**config.mk**
```make
export PLATFORM = sky130hd
export DESIGN_NAME = host_bus_strap_config
export DESIGN_NICKNAME = d
export VERILOG_FILES = /design/src/pin_sync.v /design/src/host_bus_strap_config.v
export VERILOG_INCLUDE_DIRS = /design/src
export SDC_FILE = /design/constraint.sdc
export NUM_CORES = 1
export LEC_CHECK = 0
export ABC_AREA = 1
export BUFFER_PORTS_ARGS = -buffer_cell sky130_fd_sc_hd__buf_4
export CAP_MARGIN = 20
export CORE_AREA = 5 5 151 153
export CTS_BUF_LIST = sky130_fd_sc_hd__clkbuf_8
export CTS_CLUSTER_DIAMETER = 30
export DETAILED_ROUTE_END_ITERATION = 7
export DIE_AREA = 0 0 156 158
export PLACE_DENSITY = 0.63
export SETUP_SLACK_MARGIN = 0.1
export SLEW_MARGIN = 20
export SYNTH_ARGS = -nofsm -noshare
export SYNTH_HDL_FRONTEND = slang
export SYNTH_HIERARCHICAL = 1
export SYNTH_SLANG_ARGS = --single-unit
```
**constraint.sdc**
```tcl
create_clock -name core_clk_i -period 12.2 [get_ports core_clk_i]
set_input_delay 1.22 -clock core_clk_i [delete_from_list [all_inputs] [get_ports core_clk_i]]
set_output_delay 1.22 -clock core_clk_i [all_outputs]
set_load 0.005 [all_outputs]
```
**src/host_bus_strap_config_regs.vh**
```
// constants for the host bus strap and pin-function block
`ifndef HOST_BUS_STRAP_CONFIG_REGS_VH
`define HOST_BUS_STRAP_CONFIG_REGS_VH

// ==========================================================
// strap encodings
`define BUS_LAYOUT_SPLIT 1'h0
`define BUS_LAYOUT_GENERIC 1'h1
`define STROBE_STYLE_DIR_STB 1'h0
`define STROBE_STYLE_RD_WR 1'h1
`define ADDR_QUALIFY_ALE 1'h0
`define ADDR_QUALIFY_SELECT 1'h1

// ==========================================================
// timing
`define CORE_CLK_PERIOD_NS 50
`define STRAP_SETTLE_NS 200
`define STRAP_SETTLE_CYCLES ((`STRAP_SETTLE_NS + `CORE_CLK_PERIOD_NS - 1) / `CORE_CLK_PERIOD_NS)
`define SETTLE_CNT_W 4
// synchroniser depth plus agreement stage, in cycles
`define STRAP_SYNC_CYCLES 4

// ==========================================================
// bit positions in the synchronised pin vector
`define SP_DATA_LSB 0
`define SP_AD_LSB 16
`define SP_PIN0 24
`define SP_PIN1 25
`define SP_QUAL 26
`define SP_P26 27
`define SP_P27 28
`define SP_CS_N 29
`define SP_SEL 30
`define SP_READY 31
`define SP_WIDTH 32
`define SP_RESET 32'hffff_ffff

`endif

```
**src/pin_sync.v**
```verilog
// three-stage pin synchroniser with agreement filter
`timescale 1ns/1ps
`default_nettype none

module pin_sync #(
	parameter integer W = 1,
	parameter [W-1:0] RESET_VAL = {W{1'b0}}
) (
	input wire core_clk_i,
	input wire rst_n_i,
	input wire [W-1:0] pin_i,
	output reg [W-1:0] sync_o
);

	reg [W-1:0] s1_q;
	reg [W-1:0] s2_q;
	reg [W-1:0] s3_q;
	integer i;

	// ==========================================================
	// stages; s1 feeds only s2 so metastability stays contained
	always @(posedge core_clk_i or negedge rst_n_i) begin
		if (!rst_n_i) begin
			s1_q <= RESET_VAL;
			s2_q <= RESET_VAL;
			s3_q <= RESET_VAL;
			sync_o <= RESET_VAL;
		end else begin
			s1_q <= pin_i;
			s2_q <= s1_q;
			s3_q <= s2_q;
			for (i = 0; i < W; i = i + 1) begin
				if (s2_q[i] == s3_q[i]) begin
					sync_o[i] <= s3_q[i];
				end
			end
		end
	end

endmodule // pin_sync

`default_nettype wire

```
**src/host_bus_strap_config.v**
```verilog
// strap capture and parallel host port pin-function selection
`timescale 1ns/1ps
`default_nettype none
`include "host_bus_strap_config_regs.vh"


module host_bus_strap_config #(
	parameter integer SETTLE_CYCLES = `STRAP_SETTLE_CYCLES
) (
	input wire core_clk_i,
	input wire rst_n_i,
	// strap / task-file address pins
	input wire strap0_pin_i,
	output reg task_file_addr_bit0_o,
	output reg task_file_addr_bit0_oe_n_o,
	input wire strap1_pin_i,
	output reg task_file_addr_bit1_o,
	output reg task_file_addr_bit1_oe_n_o,
	output reg task_file_addr_bit2_o,
	input wire addr_qualify_strap_i,
	// host strobes
	input wire host_cs_n_i,
	input wire host_dir_rd_i,
	input wire host_strobe_wr_i,
	input wire addr_or_value_select_i,
	// byte lines
	input wire [7:0] ad_i,
	output reg [7:0] ad_o,
	output reg ad_oe_n_o,
	// word bus
	input wire [15:0] data_i,
	output reg [15:0] data_o,
	output reg data_oe_n_o,
	// shared ready pin
	input wire ready_i,
	output reg ready_o,
	output reg ready_oe_n_o,
	// core side
	output reg [7:0] reg_addr_o,
	output reg [15:0] reg_wdata_o,
	output reg reg_wr_o,
	output reg reg_rd_o,
	input wire [15:0] reg_rdata_i,
	input wire core_busy_i,
	input wire [2:0] ata_addr_i,
	input wire ata_access_i,
	output reg ata_iordy_o,
	input wire [15:0] dma_wdata_i,
	input wire dma_drive_i,
	output reg [15:0] dma_rdata_o,
	output reg straps_valid_o,
	output reg bus_layout_strap_o,
	output reg strobe_style_strap_o,
	output reg addr_qualify_strap_o
);

	reg rst_s1_q;
	reg rst_s2_q;
	wire rst_n;
	wire [`SP_WIDTH-1:0] sp;
	wire [15:0] s_data;
	wire [7:0] s_ad;
	reg state_q;
	reg [`SETTLE_CNT_W-1:0] settle_cnt_q;
	reg rd_act;
	reg wr_act;
	reg rd_prev_q;
	reg wr_prev_q;
	reg sel_prev_q;
	reg [7:0] ad_cap_q;
	reg [15:0] data_cap_q;
	reg sel_cap_q;
	reg rd_wait_q;
	wire generic;
	wire run;
	wire rd_start;
	wire wr_end;
	wire ale_fall;
	localparam [0:0] ST_SETTLE = 1'b0;
	localparam [0:0] ST_RUN = 1'b1;
	// count covers the synchroniser too, so a short settle still sees real pins
	localparam integer SETTLE_END = SETTLE_CYCLES + `STRAP_SYNC_CYCLES;

	// ==========================================================
	// reset release through two flip-flops
	always @(posedge core_clk_i or negedge rst_n_i) begin
		if (!rst_n_i) begin
			rst_s1_q <= 1'b0;
			rst_s2_q <= 1'b0;
		end else begin
			rst_s1_q <= 1'b1;
			rst_s2_q <= rst_s1_q;
		end
	end
	assign rst_n = rst_s2_q;

	// ==========================================================
	// pin inputs
	pin_sync #(
		.W(`SP_WIDTH),
		.RESET_VAL(`SP_RESET)
	) u_pin_sync (
		.core_clk_i(core_clk_i),
		.rst_n_i(rst_n),
		.pin_i({ready_i, addr_or_value_select_i, host_cs_n_i, host_strobe_wr_i,
			host_dir_rd_i, addr_qualify_strap_i, strap1_pin_i, strap0_pin_i, ad_i, data_i}),
		.sync_o(sp)
	);
	assign s_data = sp[`SP_DATA_LSB +: 16];
	assign s_ad = sp[`SP_AD_LSB +: 8];

	// ==========================================================
	// strap capture; pins stay undriven until the values are held
	always @(posedge core_clk_i or negedge rst_n) begin
		if (!rst_n) begin
			state_q <= ST_SETTLE;
			settle_cnt_q <= {`SETTLE_CNT_W{1'b0}};
			straps_valid_o <= 1'b0;
			bus_layout_strap_o <= `BUS_LAYOUT_SPLIT;
			strobe_style_strap_o <= `STROBE_STYLE_DIR_STB;
			addr_qualify_strap_o <= `ADDR_QUALIFY_ALE;
		end else begin
			case (state_q)
			ST_SETTLE: begin
				// wait out the synchroniser so real pin levels are taken
				if (settle_cnt_q >= SETTLE_END[`SETTLE_CNT_W-1:0]) begin
					state_q <= ST_RUN;
					straps_valid_o <= 1'b1;
					bus_layout_strap_o <= sp[`SP_PIN0];
					strobe_style_strap_o <= sp[`SP_PIN1];
					addr_qualify_strap_o <= sp[`SP_QUAL];
				end else begin
					settle_cnt_q <= settle_cnt_q + 1'b1;
				end
			end
			default: begin
				// no path back: later pin activity cannot move the modes
				state_q <= ST_RUN;
			end
			endcase
		end
	end

	assign run = (state_q == ST_RUN);
	assign generic = (bus_layout_strap_o == `BUS_LAYOUT_GENERIC);

	// ==========================================================
	// strobe decode
	always @* begin
		rd_act = 1'b0;
		wr_act = 1'b0;
		if (run && !sp[`SP_CS_N]) begin
			if (generic && strobe_style_strap_o == `STROBE_STYLE_DIR_STB) begin
				// direction high reads; data strobe times the access
				rd_act = !sp[`SP_P27] && sp[`SP_P26];
				wr_act = !sp[`SP_P27] && !sp[`SP_P26];
			end else begin
				// split mode always uses separate strobes
				rd_act = !sp[`SP_P26];
				wr_act = !sp[`SP_P27];
			end
		end
	end

	assign rd_start = rd_act && !rd_prev_q;
	assign wr_end = !wr_act && wr_prev_q;
	assign ale_fall = run && !generic && addr_qualify_strap_o == `ADDR_QUALIFY_ALE &&
		sel_prev_q && !sp[`SP_SEL];

	// ==========================================================
	// register access toward the core
	always @(posedge core_clk_i or negedge rst_n) begin
		if (!rst_n) begin
			rd_prev_q <= 1'b0;
			wr_prev_q <= 1'b0;
			sel_prev_q <= 1'b0;
			ad_cap_q <= 8'h00;
			data_cap_q <= 16'h0000;
			sel_cap_q <= 1'b0;
			rd_wait_q <= 1'b0;
			reg_addr_o <= 8'h00;
			reg_wdata_o <= 16'h0000;
			reg_wr_o <= 1'b0;
			reg_rd_o <= 1'b0;
		end else begin
			rd_prev_q <= rd_act;
			wr_prev_q <= wr_act;
			sel_prev_q <= sp[`SP_SEL];
			reg_wr_o <= 1'b0;
			reg_rd_o <= 1'b0;
			rd_wait_q <= rd_start;
			// last level before the strobe rises is the one taken
			if (wr_act) begin
				ad_cap_q <= s_ad;
				data_cap_q <= s_data;
				sel_cap_q <= sp[`SP_SEL];
			end
			if (ale_fall) begin
				reg_addr_o <= s_ad;
			end
			if (rd_start) begin
				reg_rd_o <= 1'b1;
				if (generic) begin
					reg_addr_o <= s_ad;
				end
			end
			if (wr_end) begin
				if (generic) begin
					reg_addr_o <= ad_cap_q;
					reg_wdata_o <= data_cap_q;
					reg_wr_o <= 1'b1;
				end else if (addr_qualify_strap_o == `ADDR_QUALIFY_SELECT && sel_cap_q) begin
					reg_addr_o <= ad_cap_q;
				end else begin
					reg_wdata_o <= {8'h00, ad_cap_q};
					reg_wr_o <= 1'b1;
				end
			end
		end
	end

	// ==========================================================
	// pin drivers; enables are low while driving
	always @(posedge core_clk_i or negedge rst_n) begin
		if (!rst_n) begin
			task_file_addr_bit0_o <= 1'b0;
			task_file_addr_bit0_oe_n_o <= 1'b1;
			task_file_addr_bit1_o <= 1'b0;
			task_file_addr_bit1_oe_n_o <= 1'b1;
			task_file_addr_bit2_o <= 1'b0;
			ad_o <= 8'h00;
			ad_oe_n_o <= 1'b1;
			data_o <= 16'h0000;
			data_oe_n_o <= 1'b1;
			ready_o <= 1'b0;
			ready_oe_n_o <= 1'b1;
			ata_iordy_o <= 1'b1;
			dma_rdata_o <= 16'h0000;
		end else begin
			task_file_addr_bit0_o <= ata_addr_i[0];
			task_file_addr_bit1_o <= ata_addr_i[1];
			task_file_addr_bit2_o <= ata_addr_i[2];
			task_file_addr_bit0_oe_n_o <= !run;
			task_file_addr_bit1_oe_n_o <= !run;
			dma_rdata_o <= s_data;
			ad_oe_n_o <= 1'b1;
			data_oe_n_o <= 1'b1;
			if (generic) begin
				// register reads take priority over dma on the shared word bus
				if (rd_act) begin
					data_o <= reg_rdata_i;
					data_oe_n_o <= 1'b0;
				end else if (dma_drive_i && run) begin
					data_o <= dma_wdata_i;
					data_oe_n_o <= 1'b0;
				end
				ready_oe_n_o <= !run;
				ready_o <= run && !core_busy_i && !rd_wait_q && !wr_end;
				ata_iordy_o <= 1'b1;
			end else begin
				if (rd_act) begin
					ad_o <= reg_rdata_i[7:0];
					ad_oe_n_o <= 1'b0;
				end
				if (dma_drive_i && run) begin
					data_o <= dma_wdata_i;
					data_oe_n_o <= 1'b0;
				end
				ready_oe_n_o <= 1'b1;
				ready_o <= 1'b0;
				// iordy only matters during peripheral accesses
				ata_iordy_o <= ata_access_i ? sp[`SP_READY] : 1'b1;
			end
		end
	end

endmodule // host_bus_strap_config

`default_nettype wire

```
==> results.toml, run 1 <==
[drt]
drc = 0
vias = 5485
vias_per_cell = 4.406
wirelength_mm = 16.90
wl_per_cell_um = 13.57
drt_iter0_markers = 278
drt-pass1-iter-count = 6
drtAntennaViolNets = 0

[floorplan]
dieArea_mm2 = 0.02465
die_h_um = 158
placementRows = 54
core_area_mm2 = 0.02142
start_util_pct = 38.89
io_pins = 152
die_w_um = 156

[placed_design]
port_buffers = 151
dp_hpwl_mm = 11.25
place.gp.congestion = 0.7672

[worst_setup_path]
crit_required_ns = 12.57
cp.arrival_ns = 3.83
cp-end-kind = "flip-flop"
criticalPathCategory = "reg2reg"
crit_path_start_kind = "flip-flop"
cp_max_fo = 32

[logic_synthesis]
ys_async_sr_fraction_pct = 100.0
synth_warnings = 6
synth_top_area_share_pct = 41.96
syn_inst = 734
ys.flop_type = "dfstp_2"
yosys-top-cells-area = "dfstp_2, dfrtp_1, nand2_1"
netlist_area_mm2 = 0.008329
synth-edff-count = 0
synth_fp_nets = 808
ys_seq_area_share_pct = 74.70
avgSynthCellArea_um2 = 11.35
synth_most_common_cell = "nand2_1"
yosysTopAreaCell = "dfstp_2"
ys_types = 29
ys_seq_elements = 242
synth_commonest_cells = "nand2_1, dfstp_2, dfrtp_1"

[cts]
path_clk_slew_ns = 0.06
cts_sinks = 242
cts_root_buffer = "clkbuf_8"
cts_tree = "built"
numCtsBuffers = 50
cts_setup_buffers = 0
cts_resized = 0
h-tree-depth = 2
clock_latency_ns = 0.54
clock_path_buffers = 3
hold_buffers = 0

[timing]
rsz0062_at_grt = "no"
relSlewSlack_pct = 35.12
fin_skew_ns = 0.01789
worst_pin_slew_ns = 0.9708
finalSetupViolCount = 0
finalCritPeriodShare_pct = 28.39
fin_crit_ns = 3.464
tns_ns = 0
fin_hold_ws_ns = 0.2461
slew_viol_final = 0
hold_viol_final = 0
fmax_ghz = 0.2887

[power]
p_int_mw = 1.666
power.density_mw_per_mm2 = 203.0
clkPwrFrac_pct = 41.7
peakVddDrop_v = 0.0001004
seqPwrFrac_pct = 45.5
comb_power_share_pct = 12.8
leakage_nw = 5.325
swShare_pct = 24.98
netSwitchingPower_mw = 0.5546
power_mw = 2.221

[global_route]
grt_start_max_net_pins = 82
grt_pass1_wl_mm = 27.90
grt_usage_pct = 13.96
antenna_found_initial = 0
grt.overflow.total = 0
grt_pass1_vias = 5611

[cells_and_area]
area_growth_pct = 31.35
multi_input_area_mm2 = 0.001747
seq_area_mm2 = 0.006226
nets = 997
antenna_cells = 0
fill_cells = 1917
drive_gt1_share_pct = 39.07

[hold_path]
min_path_type = "reg2async"

[run_status]
status = "finished, final reports clean"

[job]
cap_violations = 0
-- state kept, by name, summed over array words and instances (netlist names), 4 cells and up --
name,count
reg_addr_o,8
reg_wdata_o,16
u_pin_sync/sync_o,32
data_cap_q,16
dma_rdata_o,16
ad_o,8
data_o,16
u_pin_sync/s3_q,32
ad_cap_q,8
u_pin_sync/s2_q,32
settle_cnt_q,4
u_pin_sync/s1_q,32
-- power groups by stage --
stage | Sequential, mW | Clock [mW] | Combinational, mW
2_1_floorplan | 1.02 | 0 | 0.122
3_3_place_gp | 1.02 | 0 | 0.285
3_5_place_dp | 1.02 | 0 | 0.290
4_1_cts | 1.01 | 0.957 | 0.291
5_1_grt | 1.03 | 0.998 | 0.324
6_report | 1.01 | 0.926 | 0.285
-- metrics by stage --
step / instances / instance area, µm² / worst slack, ns / util, %
6_report: 1245 / 10940 / 8.736 / 51.08
5_1_grt: 1245 / 10940 / 8.214 / 51.08
2_1_floorplan: 734 / 8329 / 5.189 / -
3_3_place_gp: 1150 / 9757 / 8.883 / 45.55
3_5_place_dp: 1150 / 9757 / 8.762 / 45.55
4_1_cts: 1244 / 10910 / 8.735 / 50.95
-- final cells by class --
type | instances | share of cell area, %
multi-input cells | 400 | 15.97
flip-flops and latches | 242 | 56.91
repair buffers | 155 | 10.82
well taps | 280 | 3.202
clock inverters | 32 | 2.768
inverters | 74 | 2.539
clock buffers | 62 | 7.800
-- kinds of logic (layout without fill, tap and decap cells) --
| logic type | count (synthesis) | count (layout) | synth area share [%] |
|---|---|---|---|
| DFF | 242 | 242 | 74.70 |
| AOI/OAI and AO/OA | 89 | 89 | 5.964 |
| xor gates and xnor gates | 2 | 2 | 0.2103 |
| and+or+nand+nor | 305 | 305 | 14.32 |
| adders and majority gates | 2 | 2 | 0.3004 |
| muxes | 1 | 1 | 0.1352 |
| other | 1 | 1 | 0.04502 |
| buffers and inverters | 92 | 323 | 4.326 |
-- worst max-delay path: stages, from the launching register on --
cell and delay (ns):
dfrtp_1 0.90, inv_1 0.58, nor2_1 0.20, nand2_1 0.10, a21oi_2 0.44, nand2_1 0.71
nor2_1 0.29, a31oi_1 0.06
-- per-layer routing --
metal / vias up / wire, µm / global-route usage (%)
li1: 2689 / - / -
met1: 2583 / 7242 / 18.41
met2: 179 / 8047 / 22.19
met3: 34 / 1188 / 3.663
met4: 0 / 421 / 5.544
met5: - / 0 / 0
-- placed cells by master, fill, tap and decap left out, types with 7 or more instances in the layout --
cell	count
nor2_1	65
inv_1	86
a31oi_1	16
clkinv_2	7
clkbuf_8	62
a21oi_1	43
buf_4	154
nand3_1	16
dfstp_2	133
o21ai_0	26
dfrtp_1	108
nand2_1	218
-- worst paths after layout --
kind | startpoint | to | slack, ns | depth (start not counted)
min | rst_n | reg_addr_o[3] | 0.25 | 0
max | bus_layout_strap_o | data_o[11] | 8.74 | 7
max reg2reg | bus_layout_strap_o | data_o[11] | 8.74 | 7
min in group core_clk_i | u_pin_sync/s1_q[16] | u_pin_sync/s2_q[16] | 0.34 | 0
max in group asynchronous | rst_n | u_pin_sync/sync_o[11] | 10.10 | 3
min reg2reg | rst_n | reg_addr_o[3] | 0.25 | 0
Note: power is estimated with default switching activity, not from simulation.
==> inputs of run 2 (changes only) <==
Settings changed: ABC_AREA 1 to 0, CORE_AREA 5 5 151 153 to 5 5 149 151, DIE_AREA 0 0 156 158 to 0 0 154 156.
Clock period 12.2 ns to 3.2 ns, I/O delays scaled along.
==> run 2 against run 1 <==
  * Highest routed layer unchanged
  * Sequential power rose to 3.9 times the previous value
  * Sequential share of layout area down 0.55 points
  * Die area down 2.5%
  * Largest power group unchanged
==> results.toml, run 2 <==
[global_route]
grt_usage_pct = 13.64
grt.overflow.total = 0
grt_pass1_vias = 5193
grt_start_max_net_pins = 109
antenna_found_initial = 1
grt_pass1_wl_mm = 26.52

[timing]
hold_viol_final = 0
rsz0062_at_grt = "no"
worst_pin_slew_ns = 1.049
finalSetupViolCount = 0
slew_viol_final = 0
relSlewSlack_pct = 29.89
finalCritPeriodShare_pct = 67.39
worst_slack_ns = 1.044
fin_crit_ns = 2.157
fmax_ghz = 0.4637
tns_ns = 0
fin_skew_ns = 0.01744

[hold_path]
hold_end = "data_o[8]"
min_path_type = "in2reg"
min_path_cells = 3
min_from = "reg_rdata_i[8]"

[logic_synthesis]
yosys-top-cells-area = "dfstp_2, dfrtp_1, mux2_2"
ys_types = 41
synth_most_common_cell = "dfstp_2"
synth-edff-count = 0
netlist_area_mm2 = 0.008108
ys.flop_type = "dfstp_2"
ys_seq_area_share_pct = 76.74
synth_top_area_share_pct = 43.10
synth_warnings = 6
synth_fp_nets = 563
avgSynthCellArea_um2 = 16.58
yosysTopAreaCell = "dfstp_2"
ys_seq_elements = 242
synth_commonest_cells = "dfstp_2, dfrtp_1, mux2_2"
syn_inst = 489
ys_async_sr_fraction_pct = 100.0

[drt]
wl_met1_mm = 6.596
drtAntennaViolNets = 0
wl_met2_mm = 8.053
top_layer = "met4"
drt_iter0_markers = 169
vias_per_cell = 4.506
vias = 4686
wl_per_cell_um = 15.55
drc = 0
drt-pass1-iter-count = 4
met3_length_mm = 1.035
wirelength_mm = 16.17

[floorplan]
dieArea_mm2 = 0.02402
start_util_pct = 39.19
io_pins = 152
placementRows = 53
core_area_mm2 = 0.02069
die_w_um = 154
die_h_um = 156

[worst_setup_path]
cp_max_fo = 21
crit_required_ns = 3.61
r2r_setup_slack_ns = 1.04
r2r.worst_path.cells = 4
cp.arrival_ns = 2.56
criticalPathCategory = "reg2reg"
startpoint = "u_pin_sync/sync_o[27]"
r2r_end = "ad_cap_q[4]"
reg2reg_from = "u_pin_sync/sync_o[27]"
cp-end-kind = "flip-flop"
crit_path_start_kind = "flip-flop"

[cts]
clock_latency_ns = 0.54
cts_root_buffer = "clkbuf_8"
h-tree-depth = 2
hold_buffers = 46
clock_path_buffers = 3
cts_sinks = 242
cts_resized = 0
numCtsBuffers = 48
cts_setup_buffers = 0
cts_tree = "built"
path_clk_slew_ns = 0.05

[placed_design]
dp.cells = 906
place.gp.congestion = 0.7841
pre_cts_ws_ns = 1.095
dp_hpwl_mm = 10.56
port_buffers = 151

[power]
power.density_mw_per_mm2 = 740.9
leakage_nw = 4.954
clkPwrFrac_pct = 38.6
swShare_pct = 24.39
comb_power_share_pct = 13.7
peakVddDrop_v = 0.0003464
p_int_mw = 6.188
netSwitchingPower_mw = 1.996
seqPwrFrac_pct = 47.7

[cells_and_area]
nets = 801
drive_gt1_share_pct = 57.20
area_growth_pct = 36.25
final_common_cell = "buf_4"
final_cell_mix = "buf_4, dfstp_2, dfrtp_1"
finalNonFillerCells = 1040

[job]
cap_violations = 0

[run_status]
status = "finished, final reports clean"
-- run 2: logic make-up after synthesis --
group | share of synthesized area (%)
flops | 76.74
simple gates | 3.920
compound gates | 4.769
mux | 7.824
fa+ha+maj | 4.753
buf+inv | 1.728
xor+xnor | 0.2161
other cells | 0.04625
-- run 2: power by group through the flow --
stage               Combinational [mW]  Sequential, mW  Clock (mW)
floorplan                        0.455            3.91           0
global placement                  1.06            3.94           0
detailed placement                1.10            3.95           0
CTS                               1.15            3.91        3.27
global route                      1.24            3.96        3.42
finish                            1.12            3.90        3.16
-- run 2: final cells by class --
class                   count  area, µm²
well taps                 275      344.1
repair buffers            204       1659
diodes                      1      2.502
multi-input cells         221       1772
inverters                  10      37.54
clock buffers              52      715.7
flip-flops and latches    242       6226
fillers                  1725       9643
clock inverters            35      290.3
-- run 2: routing by layer --
metal,GRT usage [%],vias to the layer above
met5,0,-
met4,5.551,0
met3,4.605,43
met2,22.65,130
met1,16.46,2337
li1,-,2176
-- run 2: how the worst max path moves through the flow --
stage / end
floorplan: ad_cap_q[0]
global placement: sel_cap_q
detailed placement: ad_cap_q[4]
CTS: ad_cap_q[4]
global route: reg_wdata_o[0]
finish: ad_cap_q[4]
-- run 2: worst max-delay path: stages, from the launching register on --
cell	delay, ns
dfstp_2	0.58
and3b_1	0.33
or3_1	0.37
buf_4	0.38
mux2_2	0.38
-- run 2: through the flow --
step	power [mW]	util, %	instance area, µm²	hold slack (ns)
floorplan	4.367	-	8112	0.02441
global placement	4.999	46.24	9568	0.1071
CTS	8.331	53.33	11030	0.008676
finish	8.184	53.39	11050	0.04448
global route	8.622	53.39	11050	0.02127
detailed placement	5.049	46.24	9568	0.1084
==> inputs of run 3 (changes only) <==
Settings changed: ABC_AREA 0 to 1, CORE_AREA 5 5 149 151 to 5 5 151 153, DIE_AREA 0 0 154 156 to 0 0 156 158.
Clock period 3.2 ns to 2.15 ns, I/O delays scaled along.
==> run 3 against run 2 <==
  * Register-to-register slack worse by 0.69 ns
  * Final area rose by 6.9%
  * Core utilization up 1.7 points
  * Sequential share of layout area is 3.6 points lower
  * First-iteration DRC count rose by 79%
  * Highest routed layer unchanged
==> results.toml, run 3 (synthesis gave the netlist of run 1 again) <==
[global_route]
grt_start_max_net_pins = 80
grt_usage_pct = 14.81
grt_pass1_wl_mm = 29.66
antenna_found_initial = 0
grt.overflow.total = 0
grt_pass1_vias = 6026

[drt]
wl_per_cell_um = 13.78
wirelength_mm = 18.25
drt_iter0_markers = 303
vias = 5835
drc = 0
drt-pass1-iter-count = 4
drtAntennaViolNets = 0
vias_per_cell = 4.407

[timing]
tns_ns = 0
finalCritPeriodShare_pct = 83.36
worst_slack_ns = 0.3577
fmax_ghz = 0.5580
rsz0062_at_grt = "no"
finalSetupViolCount = 0
fin_crit_ns = 1.792
hold_viol_final = 0
worst_pin_slew_ns = 0.5701
slew_viol_final = 0
fin_hold_ws_ns = 0.2027
fin_skew_ns = 0.02564
relSlewSlack_pct = 61.76

[cells_and_area]
nets = 1076
area_growth_pct = 41.72
seq_area_mm2 = 0.006226
multi_input_area_mm2 = 0.001747
finalNonFillerCells = 1324
postLayoutCoreUtil_pct = 55.11
final_cell_mix = "nand2_1, buf_4, dfstp_2"
final_common_cell = "nand2_1"
fill_cells = 1814
drive_gt1_share_pct = 37.64
antenna_cells = 0
final_area_mm2 = 0.01180

[power]
leakage_nw = 5.667
comb_power_share_pct = 13.4
power_mw = 13.09
swShare_pct = 25.23
netSwitchingPower_mw = 3.303
power.density_mw_per_mm2 = 1109
peakVddDrop_v = 0.0006206
clkPwrFrac_pct = 42.9
p_int_mw = 9.788
seqPwrFrac_pct = 43.7

[placed_design]
port_buffers = 151
dpl-instance-area_mm2 = 0.009862
place.gp.congestion = 0.7878
dp.cells = 1159
pre_cts_ws_ns = 0.3613
dp_hpwl_mm = 11.22

[cts]
cts_tree = "built"
h-tree-depth = 2
cts_resized = 0
clock_path_buffers = 3
cts_root_buffer = "clkbuf_8"
path_clk_slew_ns = 0.06
clock_latency_ns = 0.55
cts_sinks = 242
numCtsBuffers = 50
cts_setup_buffers = 0

[floorplan]
start_util_pct = 38.89
core_area_mm2 = 0.02142
dieArea_mm2 = 0.02465
io_pins = 152
die_h_um = 158
placementRows = 54
die_w_um = 156

[run_status]
status = "finished, final reports clean"

[job]
cap_violations = 0

[worst_setup_path]
slowest_stage = "dfstp_2"
cp_max_fo = 9
crit_required_ns = 2.59
cp.arrival_ns = 2.23
crit_path_start_kind = "flip-flop"
critical_path_buf_inv_count = 1
criticalPathCategory = "reg2reg"
cp-end-kind = "flip-flop"
critical-path-top-delay-family = "simple AND/OR/NAND/NOR gates"
cp_slowest_stage_delay_ns = 0.53
critPathMostFrequentCell = "nand2_1"
path_cells = "inv_1 > nor2_1 > nand2_1 > nand2_1 > nand4_2 > nand2_1 > nand2_1 > nand2_1 > nand2_1"

[hold_path]
min_path_type = "reg2async"
-- run 3: power groups by stage --
stage          clock network (mW)  registers, mW  logic (mW)
2_1_floorplan                   0           5.77       0.694
4_1_cts                      5.78           5.73        1.79
6_report                     5.61           5.72        1.76
3_5_place_dp                    0           5.79        1.68
3_3_place_gp                    0           5.78        1.65
5_1_grt                      6.02           5.81        1.97
-- run 3: repair_timing --
item                                    CTS  global route
endpoints found under the hold margin    63             0
endpoints found under the setup margin    0             0
hold buffers                             71             0
-- run 3: final cells by class --
| cell class | instances | area share [%] |
|---|---|---|
| clock buffers | 64 | 7.462 |
| clock inverters | 30 | 2.968 |
| inverters | 74 | 2.353 |
| multi-input cells | 400 | 14.80 |
| flip-flops and latches | 242 | 52.75 |
| well taps | 280 | 2.968 |
| repair buffers | 234 | 16.71 |
-- run 3: layer usage --
| layer | global-route usage, % | vias up | routed length [µm] |
|---|---|---|---|
| li1 | - | 2838 | - |
| met5 | 0 | - | 0 |
| met1 | 18.23 | 2785 | 7524 |
| met4 | 5.252 | 0 | 399 |
| met3 | 4.019 | 36 | 1360 |
| met2 | 25.23 | 176 | 8966 |
-- run 3: worst register-to-register path, stage by stage (launching register included) --
cell	delay, ns
dfstp_2	0.53
inv_1	0.09
nor2_1	0.10
nand2_1	0.08
nand2_1	0.07
nand4_2	0.24
nand2_1	0.36
nand2_1	0.10
nand2_1	0.08
nand2_1	0.04
-- run 3: worst paths after layout --
path	slack (ns)	start	endpoint	cells after the start
max reg2reg	0.36	u_pin_sync/sync_o[27]	reg_addr_o[2]	9
max in group asynchronous	1.21	rst_n	data_oe_n_o	1
min in group core_clk_i	0.21	dma_drive_i	data_o[2]	5
min	0.20	rst_n	data_cap_q[2]	0
min reg2reg	0.20	rst_n	data_cap_q[2]	0
max	0.36	u_pin_sync/sync_o[27]	reg_addr_o[2]	9
